## src/hdl/nps_map.vh

```
// Purpose: constants for the port status reporting block
// Assumes: 100 MHz mclk, word-wide register port with byte offsets
// Notes: every offset, field position, reset value and count lives here
`ifndef NPS_MAP_VH
`define NPS_MAP_VH

// register offsets on the plain register port
`define NPS_ADDR_W 8
`define NPS_OFF_STATUS 8'h00
`define NPS_OFF_CMD 8'h04
`define NPS_OFF_POLL 8'h08
`define NPS_OFF_MASK 8'h0C

// port status register reset value and fixed ones
`define NPS_STATUS_RST 32'h0039FF00
`define NPS_MBO_BITS 8'hFF

// port status register field positions
`define NPS_SUM_BIT 0
`define NPS_FLAG_LO 1
`define NPS_FLAG_HI 7
`define NPS_IRQ_SRC_LO 1
`define NPS_IRQ_SRC_HI 6
`define NPS_INIT_DONE_BIT 31
`define NPS_SELF_TEST_HI 30
`define NPS_SELF_TEST_LO 29
`define NPS_OP_MODE_HI 28
`define NPS_OP_MODE_LO 27
`define NPS_DMA_MODE_HI 26
`define NPS_DMA_MODE_LO 25
`define NPS_TX_STATE_HI 21
`define NPS_TX_STATE_LO 19
`define NPS_RX_STATE_HI 18
`define NPS_RX_STATE_LO 16

// flag positions inside the 7-bit flag vector (status bits 7:1)
`define NPS_FI_TX_DONE 0
`define NPS_FI_TX_WDOG 5
`define NPS_FI_MEM_ERR 3

// command and mode register fields and reset value, interrupt mask reset value
`define NPS_CMD_IE_BIT 30
`define NPS_CMD_ST_BIT 13
`define NPS_CMD_SR_BIT 12
`define NPS_CMD_RST 32'h00000000
`define NPS_MASK_RST 7'h3F

// transmit process state codes and the receive state reset code
`define NPS_TS_STOPPED 3'h7
`define NPS_TS_RUNNING 3'h1
`define NPS_TS_SUSPENDED 3'h3
`define NPS_RX_STATE_RST 3'h1

// gap between upper-half and lower-half update
`define NPS_CLK_NS 10
`define NPS_GAP_MAX_NS 40
`define NPS_GAP_MAX_CYC (`NPS_GAP_MAX_NS / `NPS_CLK_NS)
`define NPS_LOW_GAP_CYC 2

`endif

```

## src/hdl/nps_phase_seq.v

```verilog
// Purpose: delays lower-half flag events behind the upper-half update
// Assumes: single mclk domain, synchronous active-high reset
// Notes: depth fixed at the low-half gap count, well under the maximum
`timescale 1ns/10ps
`include "nps_map.vh"

module nps_phase_seq (
    input wire mclk,
    input wire rst,
    input wire ce,
    input wire [6:0] evt_in,
    output wire [6:0] evt_out
);
    localparam DEPTH = `NPS_LOW_GAP_CYC;

    // stage k reads slice k of the chain and drives slice k+1
    wire [7*(DEPTH+1)-1:0] chain;

    assign chain[6:0] = evt_in;

    genvar i;
    // one register per cycle of gap; events only move while ce is high
    generate
        for (i = 0; i < DEPTH; i = i + 1) begin : g_stage
            reg [6:0] q;
            always @(posedge mclk) begin
                if (rst) begin
                    q <= 7'h00;
                end else if (ce) begin
                    q <= chain[7*i+6:7*i];
                end
            end
            assign chain[7*i+13:7*i+7] = q;
        end
    endgenerate

    // the last stage feeds the lower half
    assign evt_out = chain[7*DEPTH+6:7*DEPTH];
endmodule // nps_phase_seq

```

## src/hdl/nps_status.v

```verilog
// Purpose: port status register, transmit process state and interrupt
// Assumes: all event inputs come from logic on mclk; no synchronisers
// Notes: upper half changes first, flags follow a fixed gap later;
// the gap is a fixed pipeline, so its worst case never depends on load
`timescale 1ns/10ps
`include "nps_map.vh"

module nps_status (
    input wire mclk,
    input wire rst,
    input wire ce,
    input wire [7:0] reg_addr,
    input wire [31:0] reg_wdata,
    input wire reg_wr,
    input wire reg_rd,
    output reg [31:0] reg_rdata,
    input wire tx_list_done,
    input wire tx_frame_abort,
    input wire tx_frame_done,
    input wire tx_desc_irq_on_complete,
    input wire tx_next_host_owned,
    input wire [5:0] flag_evt,
    input wire [2:0] rx_state_in,
    input wire stat_upd,
    input wire init_done_in,
    input wire [1:0] self_test_in,
    input wire [1:0] op_mode_in,
    input wire [1:0] dma_mode_in,
    output reg tx_run,
    output reg rx_start,
    output wire irq
);
    // transmit process states
    localparam TS_STOPPED = `NPS_TS_STOPPED;
    localparam TS_RUNNING = `NPS_TS_RUNNING;
    localparam TS_SUSPENDED = `NPS_TS_SUSPENDED;

    // positions of the transmit-stopping flags in the flag vector
    localparam FI_TX_WDOG = `NPS_FI_TX_WDOG;
    localparam FI_MEM_ERR = `NPS_FI_MEM_ERR;

    // register image, most significant first:
    //   31     init done
    //   30:29  self test result
    //   28:27  operating mode
    //   26:25  dma mode
    //   24:22  always zero
    //   21:19  transmit process state
    //   18:16  receive process state, copied from the receive engine
    //   15:8   read as ones, writes ignored
    //   7:1    sticky event flags, write one to clear
    //   0      summary of flags 6:1, never stored
    // the upper half is global state and changes first; the lower half
    // holds per-frame status and is the only part that can interrupt

    // lower half: sticky flags for status bits 7:1
    reg [6:0] flags;
    reg [6:0] next_flags;
    // upper half fields
    reg init_done_flag;
    reg [1:0] self_test_result_field;
    reg [1:0] operating_mode_field;
    reg [1:0] dma_mode_field;
    reg [2:0] tx_process_state;
    reg [2:0] next_tx_state;
    reg [2:0] rx_state;
    // command and mode register and interrupt mask
    reg [31:0] command_mode_register;
    reg [6:0] irq_mask;
    reg irq_out;
    reg [31:0] next_rdata;

    wire interrupt_enable_bit;
    wire start_transmit_cmd;
    wire start_receive_cmd;
    wire interrupt_summary_flag;
    wire [31:0] port_status_register;
    wire wr_status;
    wire wr_cmd;
    wire wr_poll;
    wire wr_mask;
    wire st_rise;
    wire st_fall;
    wire tx_done_evt;
    wire tx_suspend_evt;
    wire tx_stop_evt;
    wire [6:0] raw_evt;
    wire [6:0] low_evt;
    wire [6:0] clr_bits;
    wire tx_wdog_evt;
    wire mem_err_evt;
    wire [5:0] irq_src;
    wire [15:0] upper_half;
    wire [15:0] lower_half;

    // register port decode
    // full-width compare, so no register shows up at an alias address
    assign wr_status = reg_wr && (reg_addr == `NPS_OFF_STATUS);
    assign wr_cmd = reg_wr && (reg_addr == `NPS_OFF_CMD);
    assign wr_poll = reg_wr && (reg_addr == `NPS_OFF_POLL);
    assign wr_mask = reg_wr && (reg_addr == `NPS_OFF_MASK);

    // command register fields that steer this block
    assign interrupt_enable_bit = command_mode_register[`NPS_CMD_IE_BIT];
    assign start_transmit_cmd = command_mode_register[`NPS_CMD_ST_BIT];
    assign start_receive_cmd = command_mode_register[`NPS_CMD_SR_BIT];

    // host edges of the start-transmit bit, seen at the write itself
    // rewriting the same value is not an edge and moves nothing
    assign st_rise = wr_cmd && reg_wdata[`NPS_CMD_ST_BIT]
        && !start_transmit_cmd;
    assign st_fall = wr_cmd && !reg_wdata[`NPS_CMD_ST_BIT]
        && start_transmit_cmd;

    // transmit engine events that report through the done flag
    assign tx_done_evt = tx_list_done || tx_frame_abort
        || (tx_frame_done && tx_desc_irq_on_complete);
    // suspend unless the completion left the list still usable
    assign tx_suspend_evt = tx_list_done || tx_frame_abort
        || (tx_frame_done && tx_desc_irq_on_complete
        && tx_next_host_owned);
    // transmit watchdog: a babbling transmitter is cut off
    assign tx_wdog_evt = flag_evt[FI_TX_WDOG - 1];
    // memory error stops the transmit engine only; software must reinitialise
    assign mem_err_evt = flag_evt[FI_MEM_ERR - 1];
    // either one stops the transmitter outright, whatever its state
    assign tx_stop_evt = tx_wdog_evt || mem_err_evt;

    // every device-made state change carries a flag with it
    // index 0 is the transmit done flag; flag_evt fills bits 7:2
    assign raw_evt = {flag_evt, tx_done_evt};

    // transmit process state machine:
    //   stopped   -> running on a host start (no flag, host polls)
    //   running   -> suspended on list end, abort or host-owned stop
    //   running   -> stopped on host stop, watchdog or memory error
    //   suspended -> running on a poll demand write
    // device-made moves always travel with a flag through the gap stage
    always @* begin
        next_tx_state = tx_process_state;
        case (tx_process_state)
            TS_STOPPED: begin
                // host start: reported by polling, not by a flag
                if (st_rise) begin
                    next_tx_state = TS_RUNNING;
                end
            end
            TS_RUNNING: begin
                if (st_fall) begin
                    next_tx_state = TS_STOPPED;
                end else if (tx_stop_evt) begin
                    next_tx_state = TS_STOPPED;
                end else if (tx_suspend_evt) begin
                    next_tx_state = TS_SUSPENDED;
                end
            end
            TS_SUSPENDED: begin
                if (st_fall) begin
                    next_tx_state = TS_STOPPED;
                end else if (tx_stop_evt) begin
                    next_tx_state = TS_STOPPED;
                end else if (wr_poll) begin
                    // host poll demand restarts descriptor handling
                    next_tx_state = TS_RUNNING;
                end
            end
            default: begin
                // unused codes fall back to stopped
                next_tx_state = TS_STOPPED;
            end
        endcase
    end

    // upper half: state and host-commanded fields update at once
    // the receive state is a plain copy; its engine owns the codes
    always @(posedge mclk) begin
        if (rst) begin
            tx_process_state <= `NPS_TS_STOPPED;
            rx_state <= `NPS_RX_STATE_RST;
            init_done_flag <= 1'b0;
            self_test_result_field <= 2'h0;
            operating_mode_field <= 2'h0;
            dma_mode_field <= 2'h0;
        end else if (ce) begin
            tx_process_state <= next_tx_state;
            rx_state <= rx_state_in;
            // command acknowledges change status with no event
            if (stat_upd) begin
                init_done_flag <= init_done_in;
                self_test_result_field <= self_test_in;
                operating_mode_field <= op_mode_in;
                dma_mode_field <= dma_mode_in;
            end
        end
    end

    // events reach the lower half a fixed gap after the upper half
    nps_phase_seq u_phase (
        .mclk(mclk),
        .rst(rst),
        .ce(ce),
        .evt_in(raw_evt),
        .evt_out(low_evt)
    );

    // write-one-to-clear mask for bits 7:1; other bits ignore writes
    // clearing a bit that is already clear does nothing
    assign clr_bits = wr_status ? reg_wdata[`NPS_FLAG_HI:`NPS_FLAG_LO]
        : 7'h00;

    // a flag set in the same cycle as its clear is kept
    always @* begin
        next_flags = (flags & ~clr_bits) | low_evt;
    end

    // lower half flags
    // fed by the gap stage, so they always trail the upper half
    always @(posedge mclk) begin
        if (rst) begin
            flags <= 7'h00;
        end else if (ce) begin
            flags <= next_flags;
        end
    end

    // summary is pure logic so it can never disagree with the flags
    // bit 7 is left out on purpose: it is sticky status only
    assign interrupt_summary_flag =
        |flags[`NPS_IRQ_SRC_HI - 1:`NPS_IRQ_SRC_LO - 1];

    // upper half: global state, host-commanded fields and process states
    assign upper_half = {
        init_done_flag,
        self_test_result_field,
        operating_mode_field,
        dma_mode_field,
        3'h0,
        tx_process_state,
        rx_state
    };
    // lower half: fixed ones, sticky flags and their summary
    assign lower_half = {
        `NPS_MBO_BITS,
        flags,
        interrupt_summary_flag
    };

    // full register image as the host sees it
    assign port_status_register = {upper_half, lower_half};

    // command register and mask; reset keeps interrupts disabled
    // every command bit is stored, only three of them steer this block
    always @(posedge mclk) begin
        if (rst) begin
            command_mode_register <= `NPS_CMD_RST;
            irq_mask <= `NPS_MASK_RST;
        end else if (ce) begin
            if (wr_cmd) begin
                command_mode_register <= reg_wdata;
            end
            if (wr_mask) begin
                irq_mask <= reg_wdata[`NPS_FLAG_HI:`NPS_FLAG_LO];
            end
        end
    end

    // control outputs to the transmit and receive engines; tx_run uses
    // the next state so the engine stops in the cycle the state does
    always @(posedge mclk) begin
        if (rst) begin
            tx_run <= 1'b0;
            rx_start <= 1'b0;
        end else if (ce) begin
            tx_run <= (next_tx_state == TS_RUNNING);
            rx_start <= start_receive_cmd;
        end
    end

    // enabled sources among bits 6:1, taken from the next flag value;
    // this lets the output move in the same cycle as the flag it follows,
    // at the cost of a longer path from the event stage to the output
    assign irq_src = next_flags[5:0] & irq_mask[5:0];

    // interrupt is level: held while an enabled source flag remains;
    // bit 7 is sticky but never interrupts, as it lies outside 6:1
    always @(posedge mclk) begin
        if (rst) begin
            irq_out <= 1'b0;
        end else if (ce) begin
            irq_out <= interrupt_enable_bit && |irq_src;
        end
    end

    assign irq = irq_out;

    // read mux; poll demand and unmapped addresses read zero
    always @* begin
        next_rdata = 32'h00000000;
        if (reg_rd) begin
            case (reg_addr)
                `NPS_OFF_STATUS: begin
                    next_rdata = port_status_register;
                end
                `NPS_OFF_CMD: begin
                    next_rdata = command_mode_register;
                end
                `NPS_OFF_MASK: begin
                    next_rdata = {24'h000000, irq_mask, 1'b0};
                end
                default: begin
                    next_rdata = 32'h00000000;
                end
            endcase
        end
    end

    // read port: data stand the cycle after the strobe, only then;
    // the zero between reads keeps stale status off the bus
    always @(posedge mclk) begin
        if (rst) begin
            reg_rdata <= 32'h00000000;
        end else if (ce) begin
            reg_rdata <= next_rdata;
        end
    end
endmodule // nps_status

```

## config.mk

```make
export PLATFORM = sky130hd
export DESIGN_NAME = nps_status
export DESIGN_NICKNAME = d
export VERILOG_FILES = /design/src/hdl/nps_phase_seq.v /design/src/hdl/nps_status.v
export VERILOG_INCLUDE_DIRS = /design/src /design/src/hdl
export SDC_FILE = /design/constraint.sdc
export NUM_CORES = 1
export LEC_CHECK = 0
export BUFFER_PORTS_ARGS = -buffer_cell sky130_fd_sc_hd__buf_4
export CORE_MARGIN = 3
export CORE_UTILIZATION = 57
export CTS_CLUSTER_SIZE = 28
export DETAILED_ROUTE_END_ITERATION = 10
export PLACE_DENSITY = 0.84
export SLEW_MARGIN = 20
export SYNTH_ARGS = -nofsm -noshare
export SYNTH_HDL_FRONTEND = slang
export SYNTH_SLANG_ARGS = --single-unit
```

## constraint.sdc

```tcl
create_clock -name mclk -period 4.2 [get_ports mclk]
set_input_delay 0.21 -clock mclk [delete_from_list [all_inputs] [get_ports mclk]]
set_output_delay 0.21 -clock mclk [all_outputs]
set_load 0.05 [all_outputs]
```

==> run summary, run 1 <==
first-pass GRT wire length -> 17.95 mm
DR vias/cell -> 5.719
Post-DP Area -> 5071 µm²
Final Hold Fails -> 0
Mapped Area -> 4308 µm²
Cell Chain, Critical Path -> buf_4 -> or4_1 -> nor3_2 -> buf_4 -> nand3_2 -> nand2_1 -> a21oi_1
Worst path max stage delay -> 0.74 ns
Synth Warn # -> 0
Die X -> 92.94 µm
main combinational cell family by area after synthesis -> simple AND/OR/NAND/NOR gates
drt pass-1 iters -> 5
total I/O pin count -> 102
post_cts resized -> 0
root buf cell -> clkbuf_8
Synth Area in Adders -> 0%
DRC -> 0
Netlist cell types -> 41
sequential area share after synthesis -> 50.19%
initial antenna violation count -> 0
CP required -> 4.41 ns
Vias -> 3952
worst slack, placed -> 1.536 ns
setup repair after global routing missed its margin -> no
Initial Util -> 59.08%
Clock Pin Slew Worst Setup and Hold Paths -> 0.09 ns
nets -> 654
syn_nets -> 572
cts bufs inserted -> 9
Final TNS setup -> 0 ns
skew final -> 0.01374 ns
final max-slew violation count -> 0
full die area -> 8637 µm²
area delta synth->final -> 21.87%
ant diodes -> 0
layout cells sized above 1 -> 21.79%
Final Critical Period -> 2.304 ns
Row Count -> 31
minimum hold slack -> 0.05267 ns
Final WS setup -> 1.896 ns
static leakage -> 2.031 nW
HPWL after DPL -> 7.800 mm
routed len/inst -> 16.15 µm
vias in the first global route -> 3697
crit path capture type -> flip-flop
Crit Path Class -> primary input to flip-flop
DRT iter0 DRCs -> 304
H-tree depth -> 3
die height -> 92.94 µm
Slowest cell on crit path -> or4_1
Hold Buf Count CTS -> 0
number of cells after detailed placement -> 675
post-synthesis xor/xnor area fraction -> 0%
GR Util All Layers -> 26.18%
portion of netlist area occupied by mux cells -> 5.809%
fin cells -> 691
peak supply drop -> 246.2 µV
FMAX -> 434.1 MHz
postcts setup bufs -> 0
Final Cycle Share -> 54.85%
type of origin of the critical path -> primary input
CP max FO -> 32
power per cell area -> 335.2 nW/µm²
largest net degree at the start of global routing -> 83
Hold Crit Class -> primary input to flip-flop
PortBufs -> 101
GPL Wtd Cong -> 0.8963
area of the core -> 7292 µm²
compound-gate portion of the synthesized area -> 17.92%
clk sinks -> 108
Skew-Pair Late Insertion Delay -> 0.37 ns
Post-Route WL -> 11.16 mm
Clock Path Buffers -> 2
Mean Syn Cell Area -> 8.530 µm²
max_cap viols -> 0
status -> complete, no violations
Final ANT Viol Nets -> 0
crit path DAT -> 2.52 ns
endpoints failing setup -> 0
FF+latch count, synth -> 108
cell area after layout -> 5250 µm²
Remaining Overflow, GRT -> 0
Syn Inst Count -> 505
area share of and/or/nand/nor cells after synthesis -> 22.13%
Most common cell on crit path -> buf_4
TritonCTS clock tree -> done
Worst Tran Pin Value -> 0.9390 ns
worst rel slew slack -> 36.82%
[cells by family (layout without fill, tap and decap cells)]
family                 Yosys count  in the layout
AOI/OAI and AO/OA              127            127
buffers and inverters           38            125
DFF                            108            108
muxes                           25             25
and+or+nand+nor                207            207
[per-layer routing]
| metal | up-vias | part of all wire (%) | GRT usage (%) |
|---|---|---|---|
| met3 | 21 | 7.7 | 5.849 |
| li1 | 1909 | - | - |
| met2 | 181 | 48 | 42.53 |
| met4 | 0 | 1.7 | 8.059 |
| met5 | - | 0 | 0 |
| met1 | 1841 | 43 | 34.72 |
[cell type report]
class                   instances  area [µm²]
clock buffers                  11       141.4
clock inverters                 5       37.54
fillers                       596        2042
inverters                       3       11.26
multi-input cells             359        1978
flip-flops and latches        108        2162
well taps                      99       123.9
repair buffers                106       795.8
[worst max-delay path, delay by kind of cell]
| kind | cells | cell delay (ns) |
|---|---|---|
| compound gates | 1 | 0.09 |
| simple gates | 4 | 1.81 |
| buf+inv | 2 | 0.38 |
[registers in the layout (all words and copies together) (netlist names), 3 cells and up]
register / count
irq_mask: 7
tx_process_state: 3
flags: 7
rx_state: 3
u_phase.evt_out: 7
command_mode_register: 32
u_phase.g_stage.q: 7
reg_rdata: 32
[report_power, final]
group	switching [W]	total [W]	leakage (nW)	internal, W
Combinational	0.0000734	0.000140	1.07	0.0000662
Clock	0.000339	0.000572	0.0855	0.000233
Sequential	0.0000113	0.00105	0.874	0.00104
[cells in the final DEF, fill, tap and decap left out, types with 2 or more instances in the layout]
cell and count:
nor2b_1 10, nor4_4 2, or3_1 2, o21ai_1 28
nand2_1 109, clkinv_4 2, clkinvlp_4 2, o221ai_1 2
a211oi_1 2, dfxtp_1 108, a21oi_1 53, o21ai_0 2
nor2_1 44, a211o_1 7, nor4_1 2, nand2b_1 7
nor3_1 4, a41oi_1 2, buf_4 106, a21o_1 4
a22oi_1 21, clkbuf_8 10, nor3_2 2, nand3_1 10
nand4_1 6, inv_1 3, and3_1 2, mux2i_1 25
[synth_stat cells]
master     count  area share (%)
nand2_1      109             9.5
dfxtp_1      108              50
a21oi_1       53             6.2
nor2_1        45             3.9
o21ai_1       28             3.3
mux2i_1       25             5.8
a22oi_1       21             3.7
clkbuf_1      19             1.7
nand3_1       10             1.2
nor2b_1       10             1.5
buf_2          9             1.0
a211o_1        7             1.4
nand2b_1       7             1.0
nand4_1        6            0.87
a21o_1         4            0.70
buf_4          4            0.70
nor3_1         4            0.46
inv_1          3            0.26
a211oi_1       2            0.35
a41oi_1        2            0.41
and3_1         2            0.29
buf_1          2            0.17
nor3_2         2            0.46
nor4_1         2            0.29
nor4_4         2            0.99
o21ai_0        2            0.23
o221ai_1       2            0.41
or3_1          2            0.29
a311oi_1       1            0.20
a41o_1         1            0.23
and2_1         1            0.15
clkbuf_2       1            0.12
nand3_2        1            0.23
nor3b_1        1            0.17
nor4b_4        1            0.55
o2111a_1       1            0.26
o2111ai_1      1            0.20
o32a_1         1            0.23
o41ai_1        1            0.20
or2_2          1            0.15
or4_1          1            0.17
[worst paths after layout]
| check | slack (ns) | from | cells past startpoint | to |
|---|---|---|---|---|
| max | 1.90 | reg_addr[5] | 7 | command_mode_register[4] |
| min | 0.05 | rx_state_in[0] | 2 | rx_state[0] |
| max reg2reg | 2.79 | tx_process_state[1] | 4 | tx_process_state[1] |
| min reg2reg | 0.45 | reg_rdata[14] | 2 | reg_rdata[14] |
[stage by stage]
step                utilization (%)  power, W
floorplan                         -  0.001136
global placement              69.54  0.001205
detailed placement            69.54  0.001209
CTS                           72.00  0.001766
global route                  72.00  0.001824
finish                        72.00  0.001760
Power figures use the tool's default switching activity.
==> run 2: changes to the inputs <==
--- a/config.mk
+++ b/config.mk
@@ -8,10 +8,10 @@
 export LEC_CHECK = 0
 export BUFFER_PORTS_ARGS = -buffer_cell sky130_fd_sc_hd__buf_4
 export CORE_MARGIN = 3
-export CORE_UTILIZATION = 57
+export CORE_UTILIZATION = 53
 export CTS_CLUSTER_SIZE = 28
 export DETAILED_ROUTE_END_ITERATION = 10
-export PLACE_DENSITY = 0.84
+export PLACE_DENSITY = 0.79
 export SLEW_MARGIN = 20
 export SYNTH_ARGS = -nofsm -noshare
 export SYNTH_HDL_FRONTEND = slang
==> constraint.sdc (replaced) <==
create_clock -name mclk -period 2.3 [get_ports mclk]
set_input_delay 0.115 -clock mclk [delete_from_list [all_inputs] [get_ports mclk]]
set_output_delay 0.115 -clock mclk [all_outputs]
set_load 0.05 [all_outputs]
==> run summary, run 2 (synthesis gave the netlist of run 1 again) <==
ant diodes -> 0 (unchanged)
Skew-Pair Late Insertion Delay -> 0.37 ns (about the same)
crit path capture type -> flip-flop
setup repair after global routing missed its margin -> no
FF-to-FF setup slack -> 0.94 ns (-1.85 ns)
Final ANT Viol Nets -> 0 (unchanged)
Row Count -> 32 (+3.2%)
routed len/inst -> 16.15 µm (about the same)
reg-to-reg endpoint -> tx_process_state[1]
cell-internal power -> 0.002556 W (+91%)
Logic pwr share -> 8.9% (+1.0 points)
worst r2r path cells -> 5 (+1)
skew final -> 0.01555 ns (+0.001814 ns)
Final Cycle Share -> 71.47%
worst reg2reg path startpoint -> tx_process_state[0]
FMAX -> 608.3 MHz
Switching Share -> 23.93% (-0.14 points)
full die area -> 9246 µm² (+7.0%)
failing checks -> negative hold slack
first-pass GRT wire length -> 18.28 mm (+1.8%)
Final Critical Period -> 1.644 ns
CP required -> 2.56 ns (-1.85 ns)
final max-slew violation count -> 0 (unchanged)
drt pass-1 iters -> 5 (unchanged)
Final TNS setup -> 0 ns (unchanged)
layout cells sized above 1 -> 21.85% (+0.060 points)
DRT iter0 DRCs -> 244 (-20%)
Post-Route WL -> 11.77 mm (+5.5%)
Psw -> 0.0008041 W (+90%)
GPL Wtd Cong -> 0.8713 (-2.8%)
status -> finished, violations left
Hold Startpoint -> reg_wdata[14]
Worst Tran Pin Value -> 0.5993 ns (-0.3397 ns)
CP max FO -> 13 (-59%)
crit path DAT -> 1.90 ns (-0.62 ns)
Clock Path Buffers -> 2 (unchanged)
Hold Crit Endpoint -> command_mode_register[14]
HPWL after DPL -> 8.168 mm (+4.7%)
max_cap viols -> 0 (unchanged)
register share of total power -> 56.9% (-2.7 points)
Vias -> 4157 (+5.2%)
root buf cell -> clkbuf_8
GR Util All Layers -> 25.58% (-0.60 points)
type of origin of the critical path -> primary input
peak supply drop -> 547.4 µV (+120%)
Initial Util -> 55.18% (-3.9 points)
die height -> 96.16 µm (+3.5%)
cts bufs inserted -> 9 (unchanged)
static leakage -> 2.187 nW (+7.7%)
vias in the first global route -> 3785 (+2.4%)
H-tree depth -> 3 (unchanged)
power per cell area -> 600.3 nW/µm² (+79%)
hold path cells -> 3 (+1)
area delta synth->final -> 29.92%
area of the core -> 7807 µm² (+7.1%)
initial antenna violation count -> 0 (unchanged)
most frequent cells in the layout -> 115 x buf_4, 109 x nand2_1, 108 x dfxtp_1
Remaining Overflow, GRT -> 0 (unchanged)
clock share of power -> 34.2% (+1.7 points)
worst rel slew slack -> 60.05% (+23 points)
Crit Path Class -> primary input to flip-flop
Die X -> 96.16 µm (+3.5%)
DRC -> 0 (unchanged)
Hold Crit Class -> primary input to flip-flop
Final Hold Fails -> 4 (+4)
Fillers -> 612 (+2.7%)
endpoints failing setup -> 0 (unchanged)
largest net degree at the start of global routing -> 56 (-33%)
clk sinks -> 108 (unchanged)
top flop regs -> command_mode_register (32), reg_rdata (32)
commonest non-fill, non-tap cell in the layout -> buf_4
Clock Pin Slew Worst Setup and Hold Paths -> 0.11 ns (+0.02 ns)
TritonCTS clock tree -> done
nets -> 689 (+5.4%)
minimum hold slack -> -0.007533 ns (-0.06020 ns)
DR vias/cell -> 5.702 (-0.30%)
PortBufs -> 101 (unchanged)
total I/O pin count -> 102 (unchanged)
## run 2: area by class of cell
class                           count  area (µm²)  share of cell area, %
Clock inverter                      5       62.56                  1.118
Timing Repair Buffer              141        1124                  20.08
Multi-Input combinational cell    359        1978                  35.35
Inverter                            3       11.26                 0.2012
Clock buffer                       11       131.4                  2.347
Sequential cell                   108        2162                  38.63
Tap cell                          102       127.6                  2.280
## run 2: worst max-delay path by stage
stage / from / end / depth (start not counted)
floorplan: reg_addr[5] / irq_mask[3] / 6
global placement: reg_addr[5] / flags[6] / 7
detailed placement: reg_addr[5] / flags[4] / 7
CTS: reg_addr[5] / flags[4] / 7
global route: reg_addr[5] / flags[6] / 7
finish: reg_addr[5] / irq_mask[0] / 7
## run 2: worst max-delay path, stage by stage
cell and delay (ns):
buf_4 0.11, or4_1 0.66, buf_4 0.22, nor4b_4 0.22, buf_4 0.24, nor2b_1 0.06, a211o_1 0.27
## run 2: power groups by stage
stage          clock network [W]  logic (W)  registers (W)
6_report                 0.00115   0.000298        0.00191
2_1_floorplan                  0   0.000126        0.00195
4_1_cts                  0.00115   0.000291        0.00191
5_1_grt                  0.00123   0.000321        0.00191
3_5_place_dp                   0   0.000258        0.00196
3_3_place_gp                   0   0.000253        0.00195
## run 2: timing repair
action                                  4_1_cts  5_1_grt
endpoints found under the setup margin        0        0
buffers inserted                              0        0
hold buffers                                 24        2
hold endpoints to repair                     24        2
gates resized for setup                       0        0
## run 2: through the flow
step | power, W | setup WS (ns) | instance area, µm² | instances | util [%]
floorplan | 0.002075 | 0.6199 | 4308 | 505 | -
global placement | 0.002207 | 0.3452 | 5142 | 687 | 65.87
detailed placement | 0.002213 | 0.2808 | 5142 | 687 | 65.87
CTS | 0.003351 | 0.6752 | 5577 | 727 | 71.43
global route | 0.003465 | 0.5439 | 5597 | 729 | 71.68
finish | 0.003360 | 0.6562 | 5597 | 729 | 71.68
## run 2: routing by layer
| layer | routed length [µm] | vias up | global-route usage [%] |
|---|---|---|---|
| li1 | - | 1978 | - |
| met1 | 5087 | 1985 | 35.18 |
| met2 | 5556 | 176 | 40.08 |
| met3 | 943 | 18 | 4.535 |
| met4 | 185 | 0 | 9.479 |
| met5 | 0 | - | 0 |
